--- src/sfp_pkg.sv ---
// Operation
// - Each state machine has a write-only transmit port; each bus write enqueues one word.
// - A write to a full transmit queue leaves it unchanged and sets its sticky overflow flag.
// - Each state machine has a read-only receive port; each bus read dequeues one word.
// - A read of an empty receive queue leaves it unchanged and sets its sticky underflow flag.
// - Two identical copies of the register block are decoded, at 0x50200000 and 0x50300000.
// - Control sits at 0x000, queue status at 0x004, error flags at 0x008, levels at 0x00c.
package sfp_pkg;
  // Sizes of the block
  localparam int NUM_SM = 4;
  localparam int NUM_INST = 2;
  localparam int NUM_QSIDE = 8;
  localparam int NUM_Q = 16;
  localparam int DEPTH = 4;
  localparam int PTR_W = 2;
  localparam int CNT_W = 3;

  // Instance decode
  localparam logic [31:0] FIRST_INSTANCE_BASE = 32'h5020_0000;
  localparam logic [31:0] SECOND_INSTANCE_BASE = 32'h5030_0000;
  localparam logic [31:0] INSTANCE_SPAN_MASK = 32'h0000_0FFF;

  // Register offsets
  localparam logic [11:0] OFS_BLOCK_CONTROL = 12'h000;
  localparam logic [11:0] OFS_QUEUE_STATUS = 12'h004;
  localparam logic [11:0] OFS_QUEUE_ERROR_FLAGS = 12'h008;
  localparam logic [11:0] OFS_QUEUE_LEVELS = 12'h00C;
  localparam logic [11:0] OFS_TX_PORT_SM0 = 12'h010;
  localparam logic [11:0] OFS_TX_PORT_SM3 = 12'h01C;
  localparam logic [11:0] OFS_RX_PORT_SM0 = 12'h020;
  localparam logic [11:0] OFS_RX_PORT_SM1 = 12'h024;
  localparam logic [11:0] OFS_RX_PORT_SM2 = 12'h028;
  localparam logic [11:0] OFS_RX_PORT_SM3 = 12'h02C;

  // Field positions
  localparam int CTRL_ENABLE_LSB = 0;
  localparam int STAT_RX_FULL_LSB = 0;
  localparam int STAT_RX_EMPTY_LSB = 8;
  localparam int STAT_TX_FULL_LSB = 16;
  localparam int STAT_TX_EMPTY_LSB = 24;
  localparam int ERR_RX_UNDERFLOW_LSB = 16;
  localparam int ERR_TX_OVERFLOW_LSB = 24;
  localparam int LEVEL_TX_LSB = 0;
  localparam int LEVEL_RX_LSB = 4;
  localparam int LEVEL_STRIDE = 8;
  localparam int LEVEL_W = 4;

  // Reset values
  localparam logic [3:0] CTRL_RESET = 4'h0;
  localparam logic [7:0] ERR_RESET = 8'h00;

  // Bus answers
  localparam logic [1:0] RESP_OKAY = 2'h0;
  localparam logic [1:0] RESP_DECERR = 2'h3;
endpackage

--- src/sfp_top.sv ---
`timescale 1ns/1ns
module sfp_top
(
  input wire logic aclk,
  input wire logic aresetn,
  input wire logic [31:0] s_axi_awaddr,
  input wire logic [2:0] s_axi_awprot,
  input wire logic s_axi_awvalid,
  output logic s_axi_awready,
  input wire logic [31:0] s_axi_wdata,
  input wire logic [3:0] s_axi_wstrb,
  input wire logic s_axi_wvalid,
  output logic s_axi_wready,
  output logic [1:0] s_axi_bresp,
  output logic s_axi_bvalid,
  input wire logic s_axi_bready,
  input wire logic [31:0] s_axi_araddr,
  input wire logic [2:0] s_axi_arprot,
  input wire logic s_axi_arvalid,
  output logic s_axi_arready,
  output logic [31:0] s_axi_rdata,
  output logic [1:0] s_axi_rresp,
  output logic s_axi_rvalid,
  input wire logic s_axi_rready,
  output logic [sfp_pkg::NUM_QSIDE-1:0] sm_enable,
  input wire logic [sfp_pkg::NUM_QSIDE-1:0] sm_tx_pull,
  output logic [sfp_pkg::NUM_QSIDE-1:0] sm_tx_valid,
  output logic [sfp_pkg::NUM_QSIDE-1:0][31:0] sm_tx_word,
  input wire logic [sfp_pkg::NUM_QSIDE-1:0] sm_rx_push,
  input wire logic [sfp_pkg::NUM_QSIDE-1:0][31:0] sm_rx_word
);
  import sfp_pkg::*;

  logic [31:0] aw_addr_q;
  logic [31:0] w_data_q;
  logic [3:0] w_strb_q;
  logic [31:0] ar_addr_q;
  logic do_write;
  logic do_read;
  logic w_hit;
  logic w_inst;
  logic [11:0] w_word;
  logic r_hit;
  logic r_inst;
  logic [11:0] r_word;
  logic w_tx_port;
  logic r_rx_port;
  logic err_wr;
  logic [31:0] next_rdata;
  logic [NUM_Q-1:0] q_push;
  logic [NUM_Q-1:0] q_pop;
  logic [NUM_Q-1:0] q_full;
  logic [NUM_Q-1:0] q_empty;
  logic [31:0] q_in [NUM_Q];
  logic [31:0] q_head [NUM_Q];
  logic [CNT_W-1:0] q_cnt [NUM_Q];
  logic [NUM_QSIDE-1:0] tx_overflow_sticky;
  logic [NUM_QSIDE-1:0] rx_underflow_sticky;
  logic [NUM_QSIDE-1:0] clr_tx;
  logic [NUM_QSIDE-1:0] clr_rx;

  // Held request moves once both halves are in and no answer waits
  assign do_write = ~s_axi_awready & ~s_axi_wready & ~s_axi_bvalid;
  assign do_read = ~s_axi_arready & ~s_axi_rvalid;

  assign w_hit = ((aw_addr_q & ~INSTANCE_SPAN_MASK) == FIRST_INSTANCE_BASE)
    || ((aw_addr_q & ~INSTANCE_SPAN_MASK) == SECOND_INSTANCE_BASE);
  assign w_inst = (aw_addr_q & ~INSTANCE_SPAN_MASK) == SECOND_INSTANCE_BASE;
  assign r_hit = ((ar_addr_q & ~INSTANCE_SPAN_MASK) == FIRST_INSTANCE_BASE)
    || ((ar_addr_q & ~INSTANCE_SPAN_MASK) == SECOND_INSTANCE_BASE);
  assign r_inst = (ar_addr_q & ~INSTANCE_SPAN_MASK) == SECOND_INSTANCE_BASE;

  // Word-aligned offsets inside an instance
  assign w_word = {aw_addr_q[11:2], 2'b00};
  assign r_word = {ar_addr_q[11:2], 2'b00};
  assign w_tx_port = w_hit && (w_word[11:4] == OFS_TX_PORT_SM0[11:4]);
  // all four receive ports in one word row
  assign r_rx_port = r_hit && (r_word[11:4] == OFS_RX_PORT_SM0[11:4]);
  assign err_wr = do_write && w_hit && (w_word == OFS_QUEUE_ERROR_FLAGS);

  // Write address and data channels, then the response
  always_ff @(posedge aclk)
  begin
    if (!aresetn)
    begin
      s_axi_awready <= 1'b1;
      s_axi_wready <= 1'b1;
      s_axi_bvalid <= 1'b0;
      s_axi_bresp <= RESP_OKAY;
      aw_addr_q <= 32'h0000_0000;
      w_data_q <= 32'h0000_0000;
      w_strb_q <= 4'h0;
    end
    else
    begin
      if (s_axi_awvalid && s_axi_awready)
      begin
        aw_addr_q <= s_axi_awaddr;
        s_axi_awready <= 1'b0;
      end
      if (s_axi_wvalid && s_axi_wready)
      begin
        w_data_q <= s_axi_wdata;
        w_strb_q <= s_axi_wstrb;
        s_axi_wready <= 1'b0;
      end
      if (do_write)
      begin
        s_axi_bvalid <= 1'b1;
        s_axi_bresp <= w_hit ? RESP_OKAY : RESP_DECERR;
      end
      if (s_axi_bvalid && s_axi_bready)
      begin
        s_axi_bvalid <= 1'b0;
        s_axi_awready <= 1'b1;
        s_axi_wready <= 1'b1;
      end
    end
  end

  // Read address channel, then the data answer
  always_ff @(posedge aclk)
  begin
    if (!aresetn)
    begin
      s_axi_arready <= 1'b1;
      s_axi_rvalid <= 1'b0;
      s_axi_rresp <= RESP_OKAY;
      s_axi_rdata <= 32'h0000_0000;
      ar_addr_q <= 32'h0000_0000;
    end
    else
    begin
      if (s_axi_arvalid && s_axi_arready)
      begin
        ar_addr_q <= s_axi_araddr;
        s_axi_arready <= 1'b0;
      end
      if (do_read)
      begin
        s_axi_rvalid <= 1'b1;
        s_axi_rdata <= next_rdata;
        s_axi_rresp <= r_hit ? RESP_OKAY : RESP_DECERR;
      end
      if (s_axi_rvalid && s_axi_rready)
      begin
        s_axi_rvalid <= 1'b0;
        s_axi_arready <= 1'b1;
      end
    end
  end

  // Read data selection
  always_comb
  begin
    next_rdata = 32'h0000_0000;
    if (r_hit)
    begin
      case (r_word)
        OFS_BLOCK_CONTROL:
          next_rdata[CTRL_ENABLE_LSB +: NUM_SM] = r_inst ? sm_enable[7:4] : sm_enable[3:0];
        OFS_QUEUE_STATUS:
          for (int i = 0; i < NUM_SM; i++)
          begin
            next_rdata[STAT_RX_FULL_LSB + i] = q_full[{1'b1, r_inst, 2'(i)}];
            next_rdata[STAT_RX_EMPTY_LSB + i] = q_empty[{1'b1, r_inst, 2'(i)}];
            next_rdata[STAT_TX_FULL_LSB + i] = q_full[{1'b0, r_inst, 2'(i)}];
            next_rdata[STAT_TX_EMPTY_LSB + i] = q_empty[{1'b0, r_inst, 2'(i)}];
          end
        OFS_QUEUE_ERROR_FLAGS:
          for (int i = 0; i < NUM_SM; i++)
          begin
            next_rdata[ERR_RX_UNDERFLOW_LSB + i] = rx_underflow_sticky[{r_inst, 2'(i)}];
            next_rdata[ERR_TX_OVERFLOW_LSB + i] = tx_overflow_sticky[{r_inst, 2'(i)}];
          end
        OFS_QUEUE_LEVELS:
          for (int i = 0; i < NUM_SM; i++)
          begin
            next_rdata[LEVEL_STRIDE * i + LEVEL_TX_LSB +: LEVEL_W] =
              {1'b0, q_cnt[{1'b0, r_inst, 2'(i)}]};
            next_rdata[LEVEL_STRIDE * i + LEVEL_RX_LSB +: LEVEL_W] =
              {1'b0, q_cnt[{1'b1, r_inst, 2'(i)}]};
          end
        // empty queue returns a stale word
        OFS_RX_PORT_SM0, OFS_RX_PORT_SM1, OFS_RX_PORT_SM2, OFS_RX_PORT_SM3:
          next_rdata = q_head[{1'b1, r_inst, r_word[3:2]}];
        default:
          next_rdata = 32'h0000_0000;
      endcase
    end
  end

  // Queue requests from the bus and from the state machines
  always_comb
  begin
    q_push = '0;
    q_pop = '0;
    for (int i = 0; i < NUM_QSIDE; i++)
    begin
      q_push[NUM_QSIDE + i] = sm_rx_push[i] & sm_enable[i];
      q_pop[i] = sm_tx_pull[i] & sm_enable[i];
    end
    if (do_write && w_tx_port)
      q_push[{1'b0, w_inst, w_word[3:2]}] = 1'b1;
    if (do_read && r_rx_port)
      q_pop[{1'b1, r_inst, r_word[3:2]}] = 1'b1;
  end

  // Queue input words
  always_comb
  begin
    for (int i = 0; i < NUM_QSIDE; i++)
    begin
      q_in[i] = w_data_q;
      q_in[NUM_QSIDE + i] = sm_rx_word[i];
    end
  end

  // Transmit and receive queues, one per state machine and direction
  for (genvar g = 0; g < NUM_Q; g++)
  begin : g_queue
    logic [31:0] mem [DEPTH];
    logic [PTR_W-1:0] wr_ptr;
    logic [PTR_W-1:0] rd_ptr;
    logic do_push;
    logic do_pop;

    assign do_push = q_push[g] & ~q_full[g];
    assign do_pop = q_pop[g] & ~q_empty[g];
    assign q_full[g] = q_cnt[g] == CNT_W'(DEPTH);
    assign q_empty[g] = q_cnt[g] == '0;
    assign q_head[g] = mem[rd_ptr];

    // Storage
    always_ff @(posedge aclk)
    begin
      if (do_push)
        mem[wr_ptr] <= q_in[g];
    end

    // Pointers and fill count
    always_ff @(posedge aclk)
    begin
      if (!aresetn)
      begin
        wr_ptr <= '0;
        rd_ptr <= '0;
        q_cnt[g] <= '0;
      end
      else
      begin
        if (do_push)
          wr_ptr <= wr_ptr + 2'h1;
        if (do_pop)
          rd_ptr <= rd_ptr + 2'h1;
        case ({do_push, do_pop})
          2'b10: q_cnt[g] <= q_cnt[g] + 3'h1;
          2'b01: q_cnt[g] <= q_cnt[g] - 3'h1;
          default: q_cnt[g] <= q_cnt[g];
        endcase
      end
    end
  end

  // State-machine side of the transmit queues
  always_ff @(posedge aclk)
  begin
    if (!aresetn)
    begin
      sm_tx_valid <= '0;
      sm_tx_word <= '0;
    end
    else
    begin
      for (int i = 0; i < NUM_QSIDE; i++)
      begin
        sm_tx_valid[i] <= q_pop[i] & ~q_empty[i];
        sm_tx_word[i] <= q_head[i];
      end
    end
  end

  // Control register, one enable nibble per instance
  always_ff @(posedge aclk)
  begin
    if (!aresetn)
      sm_enable <= {CTRL_RESET, CTRL_RESET};
    else if (do_write && w_hit && (w_word == OFS_BLOCK_CONTROL) && w_strb_q[0])
    begin
      if (w_inst)
        sm_enable[7:4] <= w_data_q[CTRL_ENABLE_LSB +: NUM_SM];
      else
        sm_enable[3:0] <= w_data_q[CTRL_ENABLE_LSB +: NUM_SM];
    end
  end

  // Write-one-to-clear masks for the error flags
  always_comb
  begin
    for (int i = 0; i < NUM_QSIDE; i++)
    begin
      clr_tx[i] = err_wr && (w_inst == i[2]) && w_strb_q[3]
        && w_data_q[ERR_TX_OVERFLOW_LSB + i % NUM_SM];
      clr_rx[i] = err_wr && (w_inst == i[2]) && w_strb_q[2]
        && w_data_q[ERR_RX_UNDERFLOW_LSB + i % NUM_SM];
    end
  end

  // Sticky error flags, a new event beats a clear
  always_ff @(posedge aclk)
  begin
    if (!aresetn)
    begin
      tx_overflow_sticky <= ERR_RESET;
      rx_underflow_sticky <= ERR_RESET;
    end
    else
    begin
      for (int i = 0; i < NUM_QSIDE; i++)
      begin
        tx_overflow_sticky[i] <= (tx_overflow_sticky[i] & ~clr_tx[i]) | (q_push[i] & q_full[i]);
        rx_underflow_sticky[i] <= (rx_underflow_sticky[i] & ~clr_rx[i])
          | (q_pop[NUM_QSIDE + i] & q_empty[NUM_QSIDE + i]);
      end
    end
  end
endmodule

--- config.mk ---
export PLATFORM = sky130hd
export DESIGN_NAME = sfp_top
export DESIGN_NICKNAME = d
export VERILOG_FILES = /design/src/sfp_pkg.sv /design/src/sfp_top.sv
export SDC_FILE = /design/constraint.sdc
export NUM_CORES = 2
export LEC_CHECK = 0
export ABC_AREA = 1
export BUFFER_PORTS_ARGS = -buffer_cell sky130_fd_sc_hd__buf_2
export CAP_MARGIN = 10
export CORE_ASPECT_RATIO = 1.2
export CORE_UTILIZATION = 33
export DETAILED_ROUTE_END_ITERATION = 8
export PLACE_DENSITY = 0.58
export SYNTH_ARGS = -nofsm -noshare
export SYNTH_HDL_FRONTEND = slang
export SYNTH_SLANG_ARGS = --single-unit
--- constraint.sdc ---
create_clock -name aclk -period 7.3 [get_ports aclk]
set_input_delay 1.46 -clock aclk [delete_from_list [all_inputs] [get_ports aclk]]
set_output_delay 1.46 -clock aclk [all_outputs]
set_load 0.05 [all_outputs]
==> Yosys cells after proc, flatten, opt, wreduce, memory -nomap -nowiden <==
Memory sizes are Yosys's and may differ from the RTL's. A register that Yosys moved wholly into a read port is not among the register bits.
Index checks and enable logic that the tools add are counted.
{ "totals": {"mem_bits_rw": 2096, "ff_bits": 493, "inputBits": 385, "memories": 17, "out_inout_bits": 313} }
{ "memory_table": {"columns": ["name", "words", "width", "rd", "rd_clocked_by_memory_dff", "write_ports", "line_no", "rtl"], "rows": [
  ["g_queue[0].mem", 4, 32, 1, 1, 1, "sfp_top.sv:222", "logic [31:0] mem [DEPTH];"],
  ["g_queue[10].mem", 4, 32, 1, 1, 1, "sfp_top.sv:222", null],
  ["g_queue[11].mem", 4, 32, 1, 1, 1, "sfp_top.sv:222", null],
  ["g_queue[12].mem", 4, 32, 1, 1, 1, "sfp_top.sv:222", null],
  ["g_queue[13].mem", 4, 32, 1, 1, 1, "sfp_top.sv:222", null],
  ["g_queue[14].mem", 4, 32, 1, 1, 1, "sfp_top.sv:222", null],
  ["11 more memories", null, null, null, null, null, null, null]
]} }
{ "classes": {"addsub": 64, "reduce_logical": 78, "n_mux": 326, "bitwise": 205, "order_cmp": 17, "n_eq_ne": 62} }
{ "ops": {"columns": ["operator", "n"], "rows": [
  ["2-to-1 mux 1 bit", 227],
  ["2-to-1 mux 3 bit", 48],
  ["binary-select mux 32 bit (select 4 bit)", 1],
  ["2-to-1 mux 32 bit", 3],
  ["bitwise AND 1 bit", 83],
  ["equality test 20 x 19 -> 1 bit, second input constant", 4],
  ["2-to-1 mux 2 bit", 34],
  ["adder 2 x 1 -> 2 bit, second input constant", 32],
  ["bitwise OR 1 bit", 64],
  ["NOT 1 bit", 55],
  ["adder 3 x 1 -> 3 bit, second input constant", 16],
  ["equality test 3 bit, second input constant", 16],
  ["zero test 3 bit", 16],
  ["one-hot mux 4 bit (4 select lines)", 3],
  ["subtractor 3 x 1 -> 3 bit, second input constant", 16],
  ["equality test 10 x 4 -> 1 bit, second input constant", 4],
  ["logical AND 1 bit", 37],
  ["OR reduction 2 bit", 18],
  ["equality test 2 x 1 -> 1 bit, second input constant", 16],
  ["equality test 2 bit, second input constant", 16],
  ["2-to-1 mux 16 bit", 2],
  ["one-hot mux 4 bit (2 select lines)", 4],
  ["equality test 10 x 2 -> 1 bit, second input constant", 3],
  ["less-than comparator 3 x 5 -> 1 bit, second input constant", 5],
  ["18 further kinds", 29]
]} }

==> Logic depth before layout (Yosys ltp) <==
{ "logic_depth": {"word_depth": 15, "mapped_depth": 16, "depth_no_buf": 16} }

==> Worst setup path after synthesis <==
Ideal clock, no wire load.
{ "synth_path": {"path_kind": "input port to flip-flop", "from": "input sm_rx_push[0] (netlist bit)", "to": "memory g_queue[8].mem[0][0] (enable)", "setup_ns": 0.421, "path_slack_ns": 3.804, "stages": 2, "arrival_time_ns": 3.074, "cell_sequence": "nand3_1 -> nor2_1"} }
{ "synth_via": {"elab_chain_len": 6} }
{ "synth_rtl": {"columns": ["item", "line_no", "rtl"], "rows": [
  ["from (decl)", "sfp_top.sv:29", "input wire logic [sfp_pkg::NUM_QSIDE-1:0] sm_rx_push,"],
  ["bitwise AND 1 bit *", "sfp_top.sv:200", "q_push[NUM_QSIDE + i] = sm_rx_push[i] & sm_enable[i];"],
  ["bitwise OR 16 x 8 -> 16 bit (no source line)", null, null],
  ["2-to-1 mux 16 bit *", "sfp_top.sv:203", "if (do_write && w_tx_port)"],
  ["bitwise AND 1 bit *", "sfp_top.sv:228", "assign do_push = q_push[g] & ~q_full[g];"],
  ["2-to-1 mux 1 bit *", "sfp_top.sv:237", "if (do_push)"],
  ["2-to-1 mux 1 bit (implied by the code) *", "sfp_top.sv:238", "mem[wr_ptr] <= q_in[g];"],
  ["to (decl)", "sfp_top.sv:222", null]
]} }
Mark *: on every way between the ends. The rest lies on a longest branch, timed or not.

==> impl_metrics.py <==
metrics = {
    "clocking": {
        "hold_buffers": 0,
        "cts_tree": "done",
        "h-tree-depth": 5,
        "clk_latency_ps": 870,
        "cts_sinks": 2614,
        "cts_resized": 0,
        "cts-buffers-inserted": 280,
        "clk_pin_slew_ps": 60,
        "clockBufferDepth": 4,
        "cts-root-buf": "clkbuf_16",
        "post_cts_buffers": 0,
    },
    "synthesis": {
        "ys_seq_area_share_pct": 72.26,
        "synth_nets": 9435,
        "syn_avg_cell_area_um2": 11.39,
        "ys.flop_type": "edfxtp_1",
        "synth.ff_latch_count": 2614,
        "synth_edf_count": 2096,
        "syn_inst": 8908,
        "netlist_area_mm2": 0.1015,
        "async_flop_share_pct": 0,
        "ys.warnings.count": 0,
        "synth.distinct_cells": 43,
    },
    "placement": {
        "numPlacedInstances": 13320,
        "globalplace.congestion": 0.8522,
        "io_buffer_count": 686,
        "dpl.hpwl_um": 204500,
        "postPlaceCellArea_mm2": 0.1096,
    },
    "pwr": {
        "peakVddDrop_mv": 0.1897,
        "powerDensity_mw_per_mm2": 266.5,
        "p_leak_uw": 0.04430,
    },
    "setup_path": {
        "path_cells": "nor2_4 -> inv_2 -> nor2_1 -> nand3_4 -> nor3_2 -> nand3_1 -> inv_1 -> ha_1 -> nand2_1 -> fa_1 -> xnor2_1 -> xnor2_1 -> inv_1 -> nor2_1",
        "crit_path_start_kind": "flip-flop",
        "critPathMaxFanout": 33,
        "reg2reg_to": "q_cnt[2][2]",
        "worstPathArrival_ps": 4470,
        "endpoint_kind": "flip-flop",
        "crit_type": "flip-flop to flip-flop",
        "rr_startpoint": "s_axi_arready",
        "crit_required_ps": 7980,
        "worstRegToRegCells": 14,
        "max_stage_delay_ps": 570,
        "crit_slowest_cell": "nor3_2",
        "reg2reg_slack_ps": 3510,
    },
    "sta": {
        "clock_skew_ps": 84.54,
        "drv_slew": 0,
        "whs_ps": 458.0,
        "setup-violations-final": 0,
        "hold_violations": 0,
        "slew_headroom_pct": 19.76,
        "max_freq_ghz": 0.2642,
        "tightest_slew_ps": 1201,
        "rsz0062_at_grt": "false",
        "tns_ps": 0,
        "timing.final.crit_share_pct": 51.85,
        "layout_min_cycle_time_ps": 3785,
    },
    "routing": {
        "viasPerCell": 4.934,
        "drt-total-wl_um": 317700,
        "drtIter0Drc": 6611,
        "num_vias": 68480,
        "drtPass1Iterations": 6,
        "postRouteAntennaNets": 0,
        "wl_per_cell_um": 22.89,
        "drc": 0,
    },
    "grt": {
        "grt_pass1_vias": 64970,
        "grt_max_degree": 132,
        "grt_overflow_total": 0,
        "grt_usage_pct": 19.94,
        "antenna_found_initial": 150,
        "grt_first_pass_wirelength_um": 450100,
    },
    "floorplanning": {
        "die_w_um": 508.2,
        "die_y_um": 609.4,
        "dieArea_mm2": 0.3097,
        "start_util_pct": 33.23,
        "io_pins": 698,
        "core_mm2": 0.3053,
        "num_rows": 222,
    },
    "final_layout": {
        "finish.utilization_pct": 38.95,
        "fin_cells": 13880,
        "stdcell_area_mm2": 0.1189,
        "nets": 10100,
        "fillers": 28890,
        "syn_to_final_growth_pct": 17.19,
        "drive_above_1_share_pct": 14.82,
    },
    "outcome": {
        "outcome": "finished clean",
    },
    "job": {
        "cap_violations": 0,
    },
    "min_path": {
        "whs_path_depth": 1,
        "hp-class": "flip-flop to flip-flop",
        "hold_path_startpoint": "g_queue[0].rd_ptr[0]",
    },
}
-- cell usage after synthesis, types with 18 or more instances --
master / n / area [um2]
ha_1: 141 / 1764
a21oi_1: 424 / 2122
buf_1: 54 / 202.7
o21ai_1: 18 / 90.09
inv_1: 291 / 1092
edfxtp_1: 2096 / 62940
o21ai_0: 732 / 3664
dfxtp_1: 518 / 10370
nor2_1: 1529 / 5739
nor3_1: 31 / 155.2
clkbuf_1: 333 / 1250
inv_2: 26 / 97.59
nand3_1: 630 / 3153
nand2_1: 1809 / 6790
xor2_1: 27 / 236.5
nor2_2: 22 / 137.6
buf_2: 61 / 305.3
nand4_1: 51 / 319.1
-- layout by cell type, fill, tap and decap left out, types with 49 or more instances in the layout --
master / netlist / layout
dfxtp_1: 518 / 486
buf_2: 61 / 685
o21ai_0: 732 / 732
edfxtp_1: 2096 / 2096
nand4_1: 51 / 51
nor2_2: 22 / 62
nand2_1: 1809 / 1808
nand3_1: 630 / 630
clkbuf_1: 333 / 60
nor2_1: 1529 / 1464
clkbuf_16: 0 / 284
diode_2: 0 / 49
buf_4: 6 / 151
a21oi_1: 424 / 424
ha_1: 141 / 141
inv_1: 291 / 291
-- worst max-delay path, delay by kind of cell, from the launching register on --
kind / cells / cell delay [ps]
AND/OR/NAND/NOR: 7 / 1790
flip-flops: 1 / 370
buffers and inverters: 3 / 520
adder cells (fa/ha/maj): 2 / 610
XOR/XNOR: 2 / 340
-- per-layer routing --
| metal | routed length [um] | share of wire (%) | vias to the layer above | track usage (%) |
|---|---|---|---|---|
| met5 | 661 | 0.21 | - | 0 |
| met4 | 12350 | 3.9 | 104 | 7.229 |
| met3 | 26630 | 8.4 | 630 | 5.134 |
| met2 | 152100 | 48 | 2573 | 33.27 |
| met1 | 126000 | 40 | 33270 | 24.77 |
| li1 | - | - | 31900 | - |
-- area by class of cell --
type / instances / area [um2] / area share [%]
antenna: 49 / 122.6 / 0.1031
clock buffer: 370 / 7690 / 6.468
clock inverter: 138 / 1483 / 1.247
inverter: 330 / 1247 / 1.049
multi-input combinational: 5507 / 25350 / 21.33
sequential: 2614 / 73350 / 61.70
tap: 4032 / 5045 / 4.243
timing repair buffer: 838 / 4593 / 3.863
-- per-stage QoR --
step	total power, uW	worst slack [ps]
after floorplan	17120	3804
after global placement	17800	3480
after detailed placement	17830	3450
after CTS	31990	3413
after global routing	32600	3216
final	31690	3515
-- worst max path at each step --
stage	cells past startpoint	end	startpoint	slack, ps
after floorplan	2	g_queue[8].mem[0][0]	sm_rx_push[0]	3800
after global placement	14	q_cnt[2][2]	s_axi_rvalid	3480
after detailed placement	14	q_cnt[2][2]	s_axi_arready	3450
after CTS	14	q_cnt[2][2]	s_axi_arready	3410
after global routing	14	q_cnt[2][2]	s_axi_rvalid	3220
final	14	q_cnt[2][2]	s_axi_arready	3510
-- power by group --
group / switching [uW] / internal [uW] / total, uW / leakage [uW]
Combinational: 946 / 245 / 1190 / 0.0167
Clock: 5980 / 8220 / 14200 / 0.00447
Sequential: 87.9 / 16200 / 16300 / 0.0231
Total: 7020 / 24700 / 31700 / 0.0443
-- registers in the layout, indices dropped and copies added, names as in the netlist, 3 cells and up, named ones only --
| register | flops |
|---|---|
| g_queue.mem | 2048 |
| sm_tx_word | 256 |
| q_cnt | 48 |
| g_queue.rd_ptr | 32 |
| g_queue.wr_ptr | 32 |
| s_axi_rdata | 32 |
| w_data_q | 32 |
| ar_addr_q | 30 |
| aw_addr_q | 30 |
| rx_underflow_sticky | 8 |
| sm_enable | 8 |
| sm_tx_valid | 8 |
| tx_overflow_sticky | 8 |
| w_strb_q | 3 |
-- logic make-up after synthesis --
family	after synthesis	share of synthesized area (%)
AND/OR/NAND/NOR	4134	16.68
AO/OA/AOI/OAI	1187	5.887
XOR/XNOR	44	0.3799
adder cells (fa/ha/maj)	142	1.759
buffers and inverters	787	3.033
flip-flops	2614	72.26
No activity file was read; power rests on OpenSTA's default activity.
